### config.mk
export PLATFORM = sky130hd
export DESIGN_NAME = program_sequencer
export DESIGN_NICKNAME = d
export VERILOG_FILES = /design/src/prog_seq_pkg.sv /design/src/program_sequencer.sv
export SDC_FILE = /design/constraint.sdc
export NUM_CORES = 1
export LEC_CHECK = 0
export BUFFER_PORTS_ARGS = -buffer_cell sky130_fd_sc_hd__buf_2
export CORE_MARGIN = 5
export CORE_UTILIZATION = 40
export CTS_CLUSTER_SIZE = 20
export DETAILED_ROUTE_END_ITERATION = 12
export PLACE_DENSITY_LB_ADDON = 0.08
export REMOVE_ABC_BUFFERS = 1
export SLEW_MARGIN = 20
export SYNTH_ARGS = -nofsm -noshare
export SYNTH_HDL_FRONTEND = slang
export SYNTH_SLANG_ARGS = --single-unit
### constraint.sdc
create_clock -name clk -period 6.7 [get_ports clk]
set_input_delay 1.34 -clock clk [delete_from_list [all_inputs] [get_ports clk]]
set_output_delay 1.34 -clock clk [all_outputs]
set_load 0.01 [all_outputs]
### src/prog_seq_pkg.sv
// Purpose: constants for the program sequencer and table-read path
// Assumes: word-addressed program memory, one system clock
// Notes: register offsets are byte addresses on the bus
package prog_seq_pkg;
  localparam int PC_WIDTH_MAX = 19;
  localparam int STACK_DEPTH  = 12;
  localparam logic [18:0] VEC_RESET  = 19'h00000;
  localparam logic [18:0] VEC_EXT    = 19'h00004;
  localparam logic [18:0] VEC_TMR0   = 19'h00008;
  localparam logic [18:0] VEC_TMR1   = 19'h0000c;
  localparam logic [18:0] VEC_TMR2   = 19'h00010;
  localparam logic [18:0] VEC_RCOSC  = 19'h00014;
  localparam logic [18:0] VEC_ADPCM  = 19'h00018;
  localparam logic [4:0]  LAST_PAGE  = 5'h1f;
  localparam int NUM_IRQ = 6;
  // register byte offsets
  localparam logic [7:0] REG_TBL_LOW  = 8'h00;
  localparam logic [7:0] REG_TBL_MID  = 8'h04;
  localparam logic [7:0] REG_TBL_HIGH = 8'h08;
  localparam logic [7:0] REG_BANK     = 8'h0c;
  localparam logic [7:0] REG_RESULT_H = 8'h10;
  localparam logic [7:0] REG_IRQ_EN   = 8'h14;
  localparam logic [7:0] REG_STATUS   = 8'h18;
  localparam logic [7:0] REG_PC       = 8'h1c;
  localparam logic [7:0] REG_RESULT_L = 8'h20;
  localparam logic [7:0] RESET_BYTE   = 8'h00;
  localparam logic [5:0] RESET_IRQ_EN = 6'h00;
  // instruction cycles a table read takes
  localparam int TABLE_READ_CYCLES = 2;
  typedef enum logic [1:0] {
    SEQ_RUN  = 2'b00,
    SEQ_TBL1 = 2'b01,
    SEQ_TBL2 = 2'b10
  } seq_state_type;
endpackage : prog_seq_pkg

### src/program_sequencer.sv
// Purpose: program counter, return stack, vectoring and table read path
// Assumes: decoder gives one-cycle pulses; rom answers in the same cycle
// Notes: registers reached over AHB-Lite, zero wait states
// Behaviour
// - program counter width follows memory size
// - full stack latches request, withholds acknowledge
// - deferred interrupt served after a pop
// - call on full stack still proceeds
// - program memory is 16-bit words, sized
// - reset loads program counter with zero
// - external low input vectors to 004
// - timer 0 overflow vectors to 008
// - timer 1 overflow vectors to 00c
// - timer 2 or serial vectors to 010
// - rc converter interrupt vectors to 014
// - adpcm interrupt vectors to 018
// - current page address from three pointers
// - last page uses bank, forces ones
// - low byte to data, high byte held
// - unused high bits may be undefined
// - table read takes two instruction cycles
// - result high register is software read-only
// - twelve-level hidden stack reports full
// - call or acknowledge pushes, return pops
`timescale 1ns/1ps
`default_nettype none
module program_sequencer #(
  parameter int PC_WIDTH    = 19,
  parameter bit UART_OPTION = 1'b0
) (
  input  wire  logic                clk,
  input  wire  logic                rst,
  // instruction decoder
  input  wire  logic                cycleEn,
  input  wire  logic                doCall,
  input  wire  logic                doJump,
  input  wire  logic [12:0]         branchTarget,
  input  wire  logic                doReturn,
  input  wire  logic                doReti,
  input  wire  logic                doSkip,
  input  wire  logic                tableReadCurrent,
  input  wire  logic                tableReadLast,
  // interrupt sources
  input  wire  logic                extIntPin_n,
  input  wire  logic                timer0Overflow,
  input  wire  logic                timer1Overflow,
  input  wire  logic                timer2Overflow,
  input  wire  logic                serialIrq,
  input  wire  logic                rc_osc_converter_irq,
  input  wire  logic                adpcmIrq,
  input  wire  logic                globalIntEnable,
  // program rom and sequencer status
  output logic [PC_WIDTH-1:0]       romAddr,
  input  wire  logic [15:0]         romData,
  output logic [PC_WIDTH-1:0]       pc,
  output logic                      intAck,
  output logic [2:0]                intSource,
  output logic                      stackFull,
  output logic                      tableWriteStrobe,
  output logic [7:0]                tableLowByte,
  output logic                      tableBusy,
  // ahb-lite slave
  input  wire  logic                hsel,
  input  wire  logic [31:0]         haddr,
  input  wire  logic [1:0]          htrans,
  input  wire  logic                hwrite,
  input  wire  logic [2:0]          hsize,
  input  wire  logic [31:0]         hwdata,
  input  wire  logic                hready,
  output logic [31:0]               hrdata,
  output logic                      hreadyout,
  output logic                      hresp
);
  localparam int SP_W = $clog2(prog_seq_pkg::STACK_DEPTH + 1);

  // pin synchroniser for the external interrupt
  logic extSync1;
  logic extSync2;
  logic extSyncPrev;
  always_ff @(posedge clk or posedge rst)
  begin
    if (rst)
    begin
      extSync1    <= 1'b1;
      extSync2    <= 1'b1;
      extSyncPrev <= 1'b1;
    end
    else
    begin
      extSync1    <= extIntPin_n;
      extSync2    <= extSync1;
      extSyncPrev <= extSync2;
    end
  end

  // registers and state
  logic [7:0]              table_ptr_low;
  logic [7:0]              table_ptr_mid;
  logic [7:0]              table_ptr_high;
  logic [7:0]              rom_bank_pointer;
  logic [7:0]              table_result_high;
  logic [5:0]              irqEnable;
  logic [5:0]              irqPending;
  logic [SP_W-1:0]         sp;
  logic [PC_WIDTH-1:0]     stackMem [prog_seq_pkg::STACK_DEPTH];
  prog_seq_pkg::seq_state_type state;
  logic                    tblLastSel;
  logic [PC_WIDTH-1:0]     tblAddr;
  logic [7:0]              tableLowReg;

  logic [7:0]              next_table_ptr_low;
  logic [7:0]              next_table_ptr_mid;
  logic [7:0]              next_table_ptr_high;
  logic [7:0]              next_rom_bank_pointer;
  logic [7:0]              next_table_result_high;
  logic [5:0]              next_irqEnable;
  logic [5:0]              next_irqPending;
  logic [SP_W-1:0]         next_sp;
  logic [PC_WIDTH-1:0]     next_pc;
  prog_seq_pkg::seq_state_type next_state;
  logic                    next_tblLastSel;
  logic [PC_WIDTH-1:0]     next_tblAddr;
  logic [7:0]              next_tableLowReg;
  logic                    next_intAck;
  logic [2:0]              next_intSource;
  logic                    next_tableWriteStrobe;
  logic                    pushEn;
  logic [PC_WIDTH-1:0]     pushValue;

  // ahb address phase capture
  logic                    wrPend;
  logic                    rdPend;
  logic [7:0]              busAddr;
  logic                    next_wrPend;
  logic                    next_rdPend;
  logic [7:0]              next_busAddr;
  logic                    addrPhase;

  assign addrPhase = hsel && hready && htrans[1];
  assign hreadyout = 1'b1;
  assign hresp     = 1'b0;

  // raw interrupt events in vector order
  logic [5:0] irqEvent;
  assign irqEvent[0] = extSyncPrev && !extSync2;
  assign irqEvent[1] = timer0Overflow;
  assign irqEvent[2] = timer1Overflow;
  assign irqEvent[3] = timer2Overflow || (UART_OPTION && serialIrq);
  assign irqEvent[4] = rc_osc_converter_irq;
  assign irqEvent[5] = adpcmIrq;

  // vector table lookup
  function automatic logic [18:0] vectorOf(input logic [2:0] idx);
    case (idx)
      3'h0:    vectorOf = prog_seq_pkg::VEC_EXT;
      3'h1:    vectorOf = prog_seq_pkg::VEC_TMR0;
      3'h2:    vectorOf = prog_seq_pkg::VEC_TMR1;
      3'h3:    vectorOf = prog_seq_pkg::VEC_TMR2;
      3'h4:    vectorOf = prog_seq_pkg::VEC_RCOSC;
      default: vectorOf = prog_seq_pkg::VEC_ADPCM;
    endcase
  endfunction : vectorOf

  // fixed priority pick, lowest vector first
  logic [5:0] irqReady;
  logic       irqAny;
  logic [2:0] irqPick;
  assign irqReady = irqPending & irqEnable;
  always_comb
  begin
    irqAny  = 1'b0;
    irqPick = 3'h0;
    for (int i = prog_seq_pkg::NUM_IRQ - 1; i >= 0; i--)
    begin
      if (irqReady[i])
      begin
        irqAny  = 1'b1;
        irqPick = 3'(i);
      end
    end
  end

  // sequencer next state
  always_comb
  begin
    next_pc               = pc;
    next_sp               = sp;
    next_state            = state;
    next_tblLastSel       = tblLastSel;
    next_tblAddr          = tblAddr;
    next_tableLowReg      = tableLowReg;
    next_table_result_high = table_result_high;
    next_intAck           = 1'b0;
    next_intSource        = intSource;
    next_tableWriteStrobe = 1'b0;
    next_irqPending       = irqPending;
    pushEn                = 1'b0;
    pushValue             = pc;
    if (cycleEn)
    begin
      case (state)
        prog_seq_pkg::SEQ_RUN:
        begin
          if (tableReadCurrent || tableReadLast)
          begin
            next_tblLastSel = tableReadLast;
            next_state      = prog_seq_pkg::SEQ_TBL1;
            next_pc         = PC_WIDTH'(pc + 1'b1);
          end
          else if (irqAny && globalIntEnable && !stackFull)
          begin
            pushEn          = 1'b1;
            pushValue       = pc;
            next_sp         = SP_W'(sp + 1'b1);
            next_pc         = PC_WIDTH'(vectorOf(irqPick));
            next_intAck     = 1'b1;
            next_intSource  = irqPick;
            next_irqPending[irqPick] = 1'b0;
          end
          else if (doCall)
          begin
            pushEn    = 1'b1;
            pushValue = PC_WIDTH'(pc + 1'b1);
            if (sp < SP_W'(prog_seq_pkg::STACK_DEPTH))
              next_sp = SP_W'(sp + 1'b1);
            next_pc   = PC_WIDTH'({rom_bank_pointer[5:0], branchTarget});
          end
          else if (doReturn || doReti)
          begin
            if (sp != '0)
            begin
              next_sp = SP_W'(sp - 1'b1);
              next_pc = stackMem[sp - 1'b1];
            end
          end
          else if (doJump)
            next_pc = PC_WIDTH'({rom_bank_pointer[5:0], branchTarget});
          else if (doSkip)
            next_pc = PC_WIDTH'(pc + 2'd2);
          else
            next_pc = PC_WIDTH'(pc + 1'b1);
        end
        prog_seq_pkg::SEQ_TBL1:
        begin
          if (tblLastSel)
            next_tblAddr = PC_WIDTH'({rom_bank_pointer[5:0], prog_seq_pkg::LAST_PAGE,
                                      table_ptr_low});
          else
            next_tblAddr = PC_WIDTH'({table_ptr_high[2:0], table_ptr_mid, table_ptr_low});
          next_state = prog_seq_pkg::SEQ_TBL2;
        end
        prog_seq_pkg::SEQ_TBL2:
        begin
          next_tableLowReg       = romData[7:0];
          next_table_result_high = romData[15:8];
          next_tableWriteStrobe  = 1'b1;
          next_state             = prog_seq_pkg::SEQ_RUN;
        end
        default:
          next_state = prog_seq_pkg::SEQ_RUN;
      endcase
    end
    // new events win over the acknowledge clear
    next_irqPending = next_irqPending | (irqEvent & irqEnable);
  end

  always_ff @(posedge clk or posedge rst)
  begin
    if (rst)
    begin
      pc                <= '0;
      sp                <= '0;
      state             <= prog_seq_pkg::SEQ_RUN;
      tblLastSel        <= 1'b0;
      tblAddr           <= '0;
      tableLowReg       <= prog_seq_pkg::RESET_BYTE;
      table_result_high <= prog_seq_pkg::RESET_BYTE;
      intAck            <= 1'b0;
      intSource         <= 3'h0;
      tableWriteStrobe  <= 1'b0;
      irqPending        <= 6'h00;
    end
    else
    begin
      pc                <= next_pc;
      sp                <= next_sp;
      state             <= next_state;
      tblLastSel        <= next_tblLastSel;
      tblAddr           <= next_tblAddr;
      tableLowReg       <= next_tableLowReg;
      table_result_high <= next_table_result_high;
      intAck            <= next_intAck;
      intSource         <= next_intSource;
      tableWriteStrobe  <= next_tableWriteStrobe;
      irqPending        <= next_irqPending;
    end
  end

  // hidden return stack, overwrites top level on overflow
  always_ff @(posedge clk)
  begin
    if (pushEn)
    begin
      if (sp < SP_W'(prog_seq_pkg::STACK_DEPTH))
        stackMem[sp] <= pushValue;
      else
        stackMem[prog_seq_pkg::STACK_DEPTH-1] <= pushValue;
    end
  end

  assign stackFull    = (sp == SP_W'(prog_seq_pkg::STACK_DEPTH));
  assign romAddr      = (state == prog_seq_pkg::SEQ_TBL2) ? tblAddr : pc;
  assign tableLowByte = tableLowReg;
  assign tableBusy    = (state != prog_seq_pkg::SEQ_RUN);

  // software register writes
  always_comb
  begin
    next_table_ptr_low    = table_ptr_low;
    next_table_ptr_mid    = table_ptr_mid;
    next_table_ptr_high   = table_ptr_high;
    next_rom_bank_pointer = rom_bank_pointer;
    next_irqEnable        = irqEnable;
    next_wrPend           = addrPhase && hwrite;
    next_rdPend           = addrPhase && !hwrite;
    next_busAddr          = addrPhase ? haddr[7:0] : busAddr;
    if (wrPend)
    begin
      case (busAddr)
        prog_seq_pkg::REG_TBL_LOW:  next_table_ptr_low    = hwdata[7:0];
        prog_seq_pkg::REG_TBL_MID:  next_table_ptr_mid    = hwdata[7:0];
        prog_seq_pkg::REG_TBL_HIGH: next_table_ptr_high   = hwdata[7:0];
        prog_seq_pkg::REG_BANK:     next_rom_bank_pointer = hwdata[7:0];
        prog_seq_pkg::REG_IRQ_EN:   next_irqEnable        = hwdata[5:0];
        default:                    next_irqEnable        = irqEnable;
      endcase
    end
  end

  always_ff @(posedge clk or posedge rst)
  begin
    if (rst)
    begin
      table_ptr_low    <= prog_seq_pkg::RESET_BYTE;
      table_ptr_mid    <= prog_seq_pkg::RESET_BYTE;
      table_ptr_high   <= prog_seq_pkg::RESET_BYTE;
      rom_bank_pointer <= prog_seq_pkg::RESET_BYTE;
      irqEnable        <= prog_seq_pkg::RESET_IRQ_EN;
      wrPend           <= 1'b0;
      rdPend           <= 1'b0;
      busAddr          <= 8'h00;
    end
    else
    begin
      table_ptr_low    <= next_table_ptr_low;
      table_ptr_mid    <= next_table_ptr_mid;
      table_ptr_high   <= next_table_ptr_high;
      rom_bank_pointer <= next_rom_bank_pointer;
      irqEnable        <= next_irqEnable;
      wrPend           <= next_wrPend;
      rdPend           <= next_rdPend;
      busAddr          <= next_busAddr;
    end
  end

  // read mux, unmapped reads give zero
  always_comb
  begin
    hrdata = 32'h0000_0000;
    if (rdPend)
    begin
      case (busAddr)
        prog_seq_pkg::REG_TBL_LOW:  hrdata = {24'h0, table_ptr_low};
        prog_seq_pkg::REG_TBL_MID:  hrdata = {24'h0, table_ptr_mid};
        prog_seq_pkg::REG_TBL_HIGH: hrdata = {24'h0, table_ptr_high};
        prog_seq_pkg::REG_BANK:     hrdata = {24'h0, rom_bank_pointer};
        prog_seq_pkg::REG_RESULT_H: hrdata = {24'h0, table_result_high};
        prog_seq_pkg::REG_IRQ_EN:   hrdata = {26'h0, irqEnable};
        prog_seq_pkg::REG_STATUS:   hrdata = {20'h0, tableBusy, stackFull, SP_W'(sp), irqPending};
        prog_seq_pkg::REG_PC:       hrdata = 32'(pc);
        prog_seq_pkg::REG_RESULT_L: hrdata = {24'h0, tableLowReg};
        default:                    hrdata = 32'h0000_0000;
      endcase
    end
  end
endmodule : program_sequencer
`default_nettype wire

# Yosys cells after proc, flatten, opt, wreduce, memory -nomap -nowiden
# Memories as Yosys holds them, arrays and structs flattened.
# Cells that the tools add are included.
# W data, S select, Z words.
# op_classes
addsub	4
n_eq_ne	18
n_mux	62
bitwise_logic	6
n_reduce_logical	33
n_lt_le_gt_ge	3
# ops
cell	count
$mux W19	16
$pmux W19 S9	1
$eq A8 B5 Y1 const B	4
$mux W1	25
$pmux W5 S5	1
$mux W4	6
$mux W6	4
$add A19 B1 Y19 const B	1
$add A19 B2 Y19 const B	1
$reduce_or A19 Y1	1
$and A6 B6 Y6	3
$mux W3	6
$eq A8 B4 Y1 const B	2
$reduce_and A2 Y1	8
$eq A8 B3 Y1 const B	1
$eq A8 B6 Y1 const B	1
$logic_and A1 B1 Y1	8
$logic_not A8 Y1	1
$eq A3 B2 Y1 const B	2
$not A6 Y6	1
$or A6 B6 Y6	1
$reduce_and A3 Y1	2
$reduce_and A6 Y1	1
$reduce_bool A3 Y1	2
24 further kinds	27
# word_totals
out_inout_bits	87
reg_bits	123
ram_bits	228
n_memories	1
in_bits	119
# memory_table
memory	words	word_bits	read_ports	rd_ports_with_merged_regs	write_ports	line	source
stackMem	12	19	1	0	1	program_sequencer.sv:105	logic [PC_WIDTH-1:0] stackMem [prog_seq_pkg::STACK_DEPTH];

# Longest topological paths before layout
# logic_depth
ltp_word	18
ltp_mapped	13
mapped_depth_nobuf	9

# Worst setup path after synthesis
# Ideal clock, no wire load.
# synth_timing
path_kind	register -> register
from	reg sp[0]
to	mem stackMem[4][0] (enable)
arrival_ns	3.987
setup_ns	0.419
stages_incl_launch_ff	13
setup_slack_ns	2.294
period_less_slack_ns	4.406
path_buffers	3
required_ns	6.281
path_cell_list	dfrtp_1 -> buf_2 -> buf_2 -> inv_1 -> ha_1 -> nand3_1 -> inv_1 -> a211oi_1 -> buf_4 -> nor2_2 -> nor3_1 -> nand3b_1 -> nor3_1
# synth_via
elab_chain_len	11
word_cells_on_any_way	17
# synth_lines
element	line	source
start: declaration	program_sequencer.sv:104	logic [SP_W-1:0] sp;
start signal: assignment	program_sequencer.sv:286	sp <= next_sp;
$eq A4 B4 Y1 *	program_sequencer.sv:311	assign stackFull = (sp == SP_W'(prog_seq_pkg::STACK_DEPTH));
net stackFull	program_sequencer.sv:58	output logic stackFull,
$logic_not A1 Y1 *	program_sequencer.sv:210	else if (irqAny && globalIntEnable && !stackFull)
$logic_and A1 B1 Y1 *	program_sequencer.sv:210	
$mux W1 *	program_sequencer.sv:210	
$mux W1 *	program_sequencer.sv:204	if (tableReadCurrent || tableReadLast)
$mux W1 *	program_sequencer.sv:201	case (state)
$mux W1 *	program_sequencer.sv:199	if (cycleEn)
$mux W1	program_sequencer.sv:302	if (pushEn)
$mux W1 (not written as such)	program_sequencer.sv:307	stackMem[prog_seq_pkg::STACK_DEPTH-1] <= pushValue;
$reduce_or A19 Y1 (no source line)	--	
$mux W4 (no source line) or $mux W1 (tied branches)	--	
end: declaration	program_sequencer.sv:105	
# Mark *: on every way through the listed nets, which the timed path passes. The rest lies on a longest branch.

# Worst setup path in the final report
# layout_timing
from	reg busAddr[4]
to	out hrdata[1]
# layout_via
elab_chain_len	3
word_cells_on_any_way	11
# layout_lines
element	line	source
start: declaration	program_sequencer.sv:133	logic [7:0] busAddr;
start signal: assignment	program_sequencer.sv:362	busAddr <= next_busAddr;
$eq A8 B6 Y1, or another cell as far along	program_sequencer.sv:372	case (busAddr)
$pmux W19 S9 *	program_sequencer.sv:372	
$mux W19 *	program_sequencer.sv:370	if (rdPend)
end: declaration	program_sequencer.sv:70	output logic [31:0] hrdata,
# Every way passes the cells marked *; elsewhere a longest branch is shown, timed or not.

==> summary by stage <==
Run status
The run finished with clean final reports.

Placed design
The placed wire-length estimate is 32600 um. The instance area after placement is 0.0177 mm^2. After detailed placement, the design holds a cell count of 1846. The final weighted congestion in routability-driven placement is 0.886. The total of buffers placed on input and output ports is 137.

Cells and area
The number of inserted filler cells in the final layout is 3696. The sequential cell area is 0.00993 mm^2. The post-layout instance area is 0.0190 mm^2.

The growth of design area from synthesis to finish is 15.0%. The finished layout holds 1921 standard cells, fillers aside. The post-route netlist has 28.3% of its cells at a drive strength greater than 1. The final net count is 1479. Summing all multi-input logic gate instances after layout gives 0.00619 mm^2.

The final core area utilization is 46.6%.

Worst setup path
The largest single stage delay on the critical path is 0.99 ns. Data arrives at the worst endpoint at 3.10 ns. Traced cell by cell, the critical path runs through nor4b_2 -> nor2b_1 -> o21ai_1 -> a21oi_1 -> buf_2. The total buffers and inverters traversed by the critical path is 1.

The worst setup path is of the reg -> out kind. In this run the number of cells on the critical path is 5. The worst setup path is captured at an output pin. The logic depth of the worst register-to-register path is 11.

The cell type of the slowest stage on the worst timing path is sky130_fd_sc_hd__nor4b_2. The required time of the critical path is 5.36 ns. The worst setup path is launched from a flip-flop.

Broken down by cell family, the worst path's largest delay share belongs to simple AND/OR/NAND/NOR gates. Along the worst path, the maximum fanout reaches 16.

GRT
The total overflow left after global routing is 0. The initial antenna violation count came to 1. Global routing used 22.0% of the available tracks across all layers. The maximum number of pins on one net before global-route repair is 70. The first global-routing pass estimated 74100 um of wire.

The via count of the first global-routing pass was 11100.

Clock network
The quantity of gates resized following cts is 0. The H-tree generated during clock tree synthesis spans 2 levels. TritonCTS built the clock tree. The maximum buffer depth of the clock tree is 3. The total clock sinks is 351. The number of buffers inserted during clock tree synthesis is 40. The hold buffer count at cts is 0.

The number of post-CTS setup repair buffers is 0. The clock insertion delay at the later pin of the skew report is 0.56 ns. In this run the clock root is driven by a sky130_fd_sc_hd__clkbuf_16. After clock tree synthesis, the clock-pin slew on the worst setup and hold paths is 0.06 ns.

Timing
Dividing the final minimum period by the clock period gives 66.3%. Setup violations remaining at the end of the flow were counted as 0. The measured slew at the worst slew-check pin is 1.06 ns. The relative slew slack is 28.7%. The max-slew violation total from the final report is 0.

Setup repair after global routing left no endpoint under its margin. The final critical delay including setup and external delays is 4.44 ns. The number of hold violations in the final report was 0. Timing would allow up to 225 MHz.

The post-route clock skew is 0.0199 ns. The tightest hold path in the finished design has a slack of 0.358 ns.

Routing
Dividing the detail-routed wire length by the instance count gives 26.1 um. In this run the remaining antenna-violating nets after routing total 0. The first-pass iteration count of the detailed router is 6. The first routing iteration left 1004 violations. The number of remaining DRC errors is 0.

The routed layout has 11000 vias. After detailed routing, the total wire length is 50100 um. After detailed routing, the number of vias per cell comes to 5.70.

Logic synthesis
The synthesized design contains 351 register bits. The area of the mapped netlist is 0.0165 mm^2. Synthesis produced a netlist whose cell count is 1242. The share of synthesized registers carrying an async set or reset is 35.0%. The proportion of synthesized chip area in sequential cells is 60.1%. For this run, the number of Yosys warnings is 0. The predominant post-synthesis flop cell is sky130_fd_sc_hd__edfxtp_1. Each instance of the synthesized netlist takes up on average 13.3 um^2. The distinct cell type count of the synthesized netlist is 81. Yosys mapped a number of flops with a built-in enable equal to 228.

Pwr
The design draws 8120 uW. Internal power comes to 5190 uW. The net switching power is 2930 uW. Of the total power, combinational logic draws 33.6%. The part of the power in registers is 39.7%. The switching share of total power is 36.1%. The power per unit of standard cell area is 427 mW/mm^2. VDD sags by at most 0.000249 V. Summed over all cells, the static leakage comes to 0.00712 uW. The share of total power in the clock network is 26.7%.

Die
The placeable core region is 0.0408 mm^2. The initial core utilization is 40.5%. The die covers 0.0455 mm^2. The boundary pin count is 206. The floorplan has 74 rows. The die is 213 um wide. The die height is 213 um.

Job
Max-cap violations in this run came to 0.

Min path
The number of stages on the worst hold path is 0. The worst min-delay path class is reg -> reg.
[sequential cells by signal, indices dropped and copies added (netlist names), 2 cells and up]
signal / flops
tblAddr: 19
irqPending: 6
state: 2
intSource: 3
table_result_high: 8
table_ptr_low: 8
table_ptr_mid: 8
tableLowByte: 8
busAddr: 8
rom_bank_pointer: 8
irqEnable: 6
pc: 19
stackMem: 228
sp: 4
table_ptr_high: 8
[area by class of cell]
type	count	share of cell area, %
flip-flops and latches	351	52.3
well taps	532	3.50
diodes	2	0.0263
clock inverters	19	0.974
inverters	18	0.382
clock buffers	54	5.87
multi-input cells	787	32.6
repair buffers	158	4.44
[metrics by stage]
stage	setup slack, ns	setup TNS, ns
2_1_floorplan	-0.321	-16.77
3_3_place_gp	1.99	0
3_5_place_dp	1.94	0
4_1_cts	1.93	0
5_1_grt	1.94	0
6_report	2.26	0
[synthesized netlist by cell type (7+ instances only)]
library cell | n | area [um^2]
sky130_fd_sc_hd__a211oi_1 | 10 | 75.1
sky130_fd_sc_hd__a21oi_1 | 56 | 280
sky130_fd_sc_hd__a221oi_1 | 7 | 61.3
sky130_fd_sc_hd__a222oi_1 | 8 | 80.1
sky130_fd_sc_hd__a22o_1 | 8 | 70.1
sky130_fd_sc_hd__a31oi_1 | 11 | 68.8
sky130_fd_sc_hd__and3_1 | 13 | 81.3
sky130_fd_sc_hd__buf_1 | 10 | 37.5
sky130_fd_sc_hd__buf_2 | 15 | 75.1
sky130_fd_sc_hd__buf_4 | 21 | 158
sky130_fd_sc_hd__clkbuf_1 | 49 | 184
sky130_fd_sc_hd__dfrtp_1 | 120 | 3000
sky130_fd_sc_hd__edfxtp_1 | 228 | 6850
sky130_fd_sc_hd__inv_1 | 18 | 67.6
sky130_fd_sc_hd__mux2_2 | 83 | 935
sky130_fd_sc_hd__mux2i_1 | 45 | 450
sky130_fd_sc_hd__mux4_2 | 53 | 1190
sky130_fd_sc_hd__nand2_1 | 140 | 526
sky130_fd_sc_hd__nand3_1 | 28 | 140
sky130_fd_sc_hd__nand4_1 | 9 | 56.3
sky130_fd_sc_hd__nor2_1 | 75 | 282
sky130_fd_sc_hd__nor3_1 | 15 | 75.1
sky130_fd_sc_hd__nor4_1 | 9 | 56.3
sky130_fd_sc_hd__o21ai_0 | 46 | 230
sky130_fd_sc_hd__o22a_1 | 7 | 61.3
sky130_fd_sc_hd__xnor2_1 | 25 | 219
sky130_fd_sc_hd__xor2_1 | 16 | 140
[routing by layer]
layer | up-vias | wire length [um] | track usage, %
met5 | - | 13 | 0
met3 | 79 | 3400 | 3.44
met4 | 2 | 1350 | 6.95
met1 | 5573 | 21700 | 31.4
li1 | 4911 | - | -
met2 | 393 | 23600 | 34.9
[power by group through the flow]
| stage | logic (uW) | registers, uW | clock network (uW) |
|---|---|---|---|
| finish | 2730 | 3230 | 2170 |
| global route | 2970 | 3270 | 2320 |
| CTS | 2770 | 3220 | 2230 |
| detailed placement | 2760 | 3270 | 0 |
| global placement | 2740 | 3260 | 0 |
| floorplan | 1760 | 3160 | 0 |
[path summary, 6_finish.rpt]
check | from | slack (ns) | to
min in group asynchronous | rst | 0.85 | busAddr[7]
max | busAddr[4] | 2.26 | hrdata[1]
max in group asynchronous | rst | 4.52 | tblAddr[6]
max reg2reg | sp[0] | 2.28 | stackMem[0][3]
min reg2reg | extSync1 | 0.36 | extSync2
min | extSync1 | 0.36 | extSync2
[cells by family after synthesis]
| family | after synthesis | synth area share [%] |
|---|---|---|
| XOR/XNOR | 41 | 2.17 |
| adder cells (fa/ha/maj) | 4 | 0.303 |
| AND/OR/NAND/NOR | 336 | 9.66 |
| buffers and inverters | 117 | 3.43 |
| AO/OA/AOI/OAI | 208 | 8.42 |
| other | 2 | 0.0454 |
| multiplexers | 183 | 15.9 |
| flip-flops | 351 | 60.1 |
[cells in the final DEF (no fill, tap or decap), types with 9 or more instances in the layout]
cell type                   instances
sky130_fd_sc_hd__edfxtp_1         228
sky130_fd_sc_hd__nand2_1          140
sky130_fd_sc_hd__buf_2            137
sky130_fd_sc_hd__dfrtp_1          119
sky130_fd_sc_hd__mux2_2            83
sky130_fd_sc_hd__nor2_1            65
sky130_fd_sc_hd__a21oi_1           56
sky130_fd_sc_hd__mux4_2            53
sky130_fd_sc_hd__o21ai_0           46
sky130_fd_sc_hd__mux2i_1           45
sky130_fd_sc_hd__clkbuf_16         42
sky130_fd_sc_hd__nand3_1           28
sky130_fd_sc_hd__xnor2_1           25
sky130_fd_sc_hd__buf_4             21
sky130_fd_sc_hd__inv_1             17
sky130_fd_sc_hd__xor2_1            15
sky130_fd_sc_hd__conb_1            15
sky130_fd_sc_hd__and3_1            13
sky130_fd_sc_hd__nor3_1            12
sky130_fd_sc_hd__a31oi_1           11
sky130_fd_sc_hd__clkbuf_1          10
sky130_fd_sc_hd__nand4_1            9
sky130_fd_sc_hd__nor4_1             9
sky130_fd_sc_hd__a211oi_1           9
Note: power is estimated with default switching activity, not from simulation.
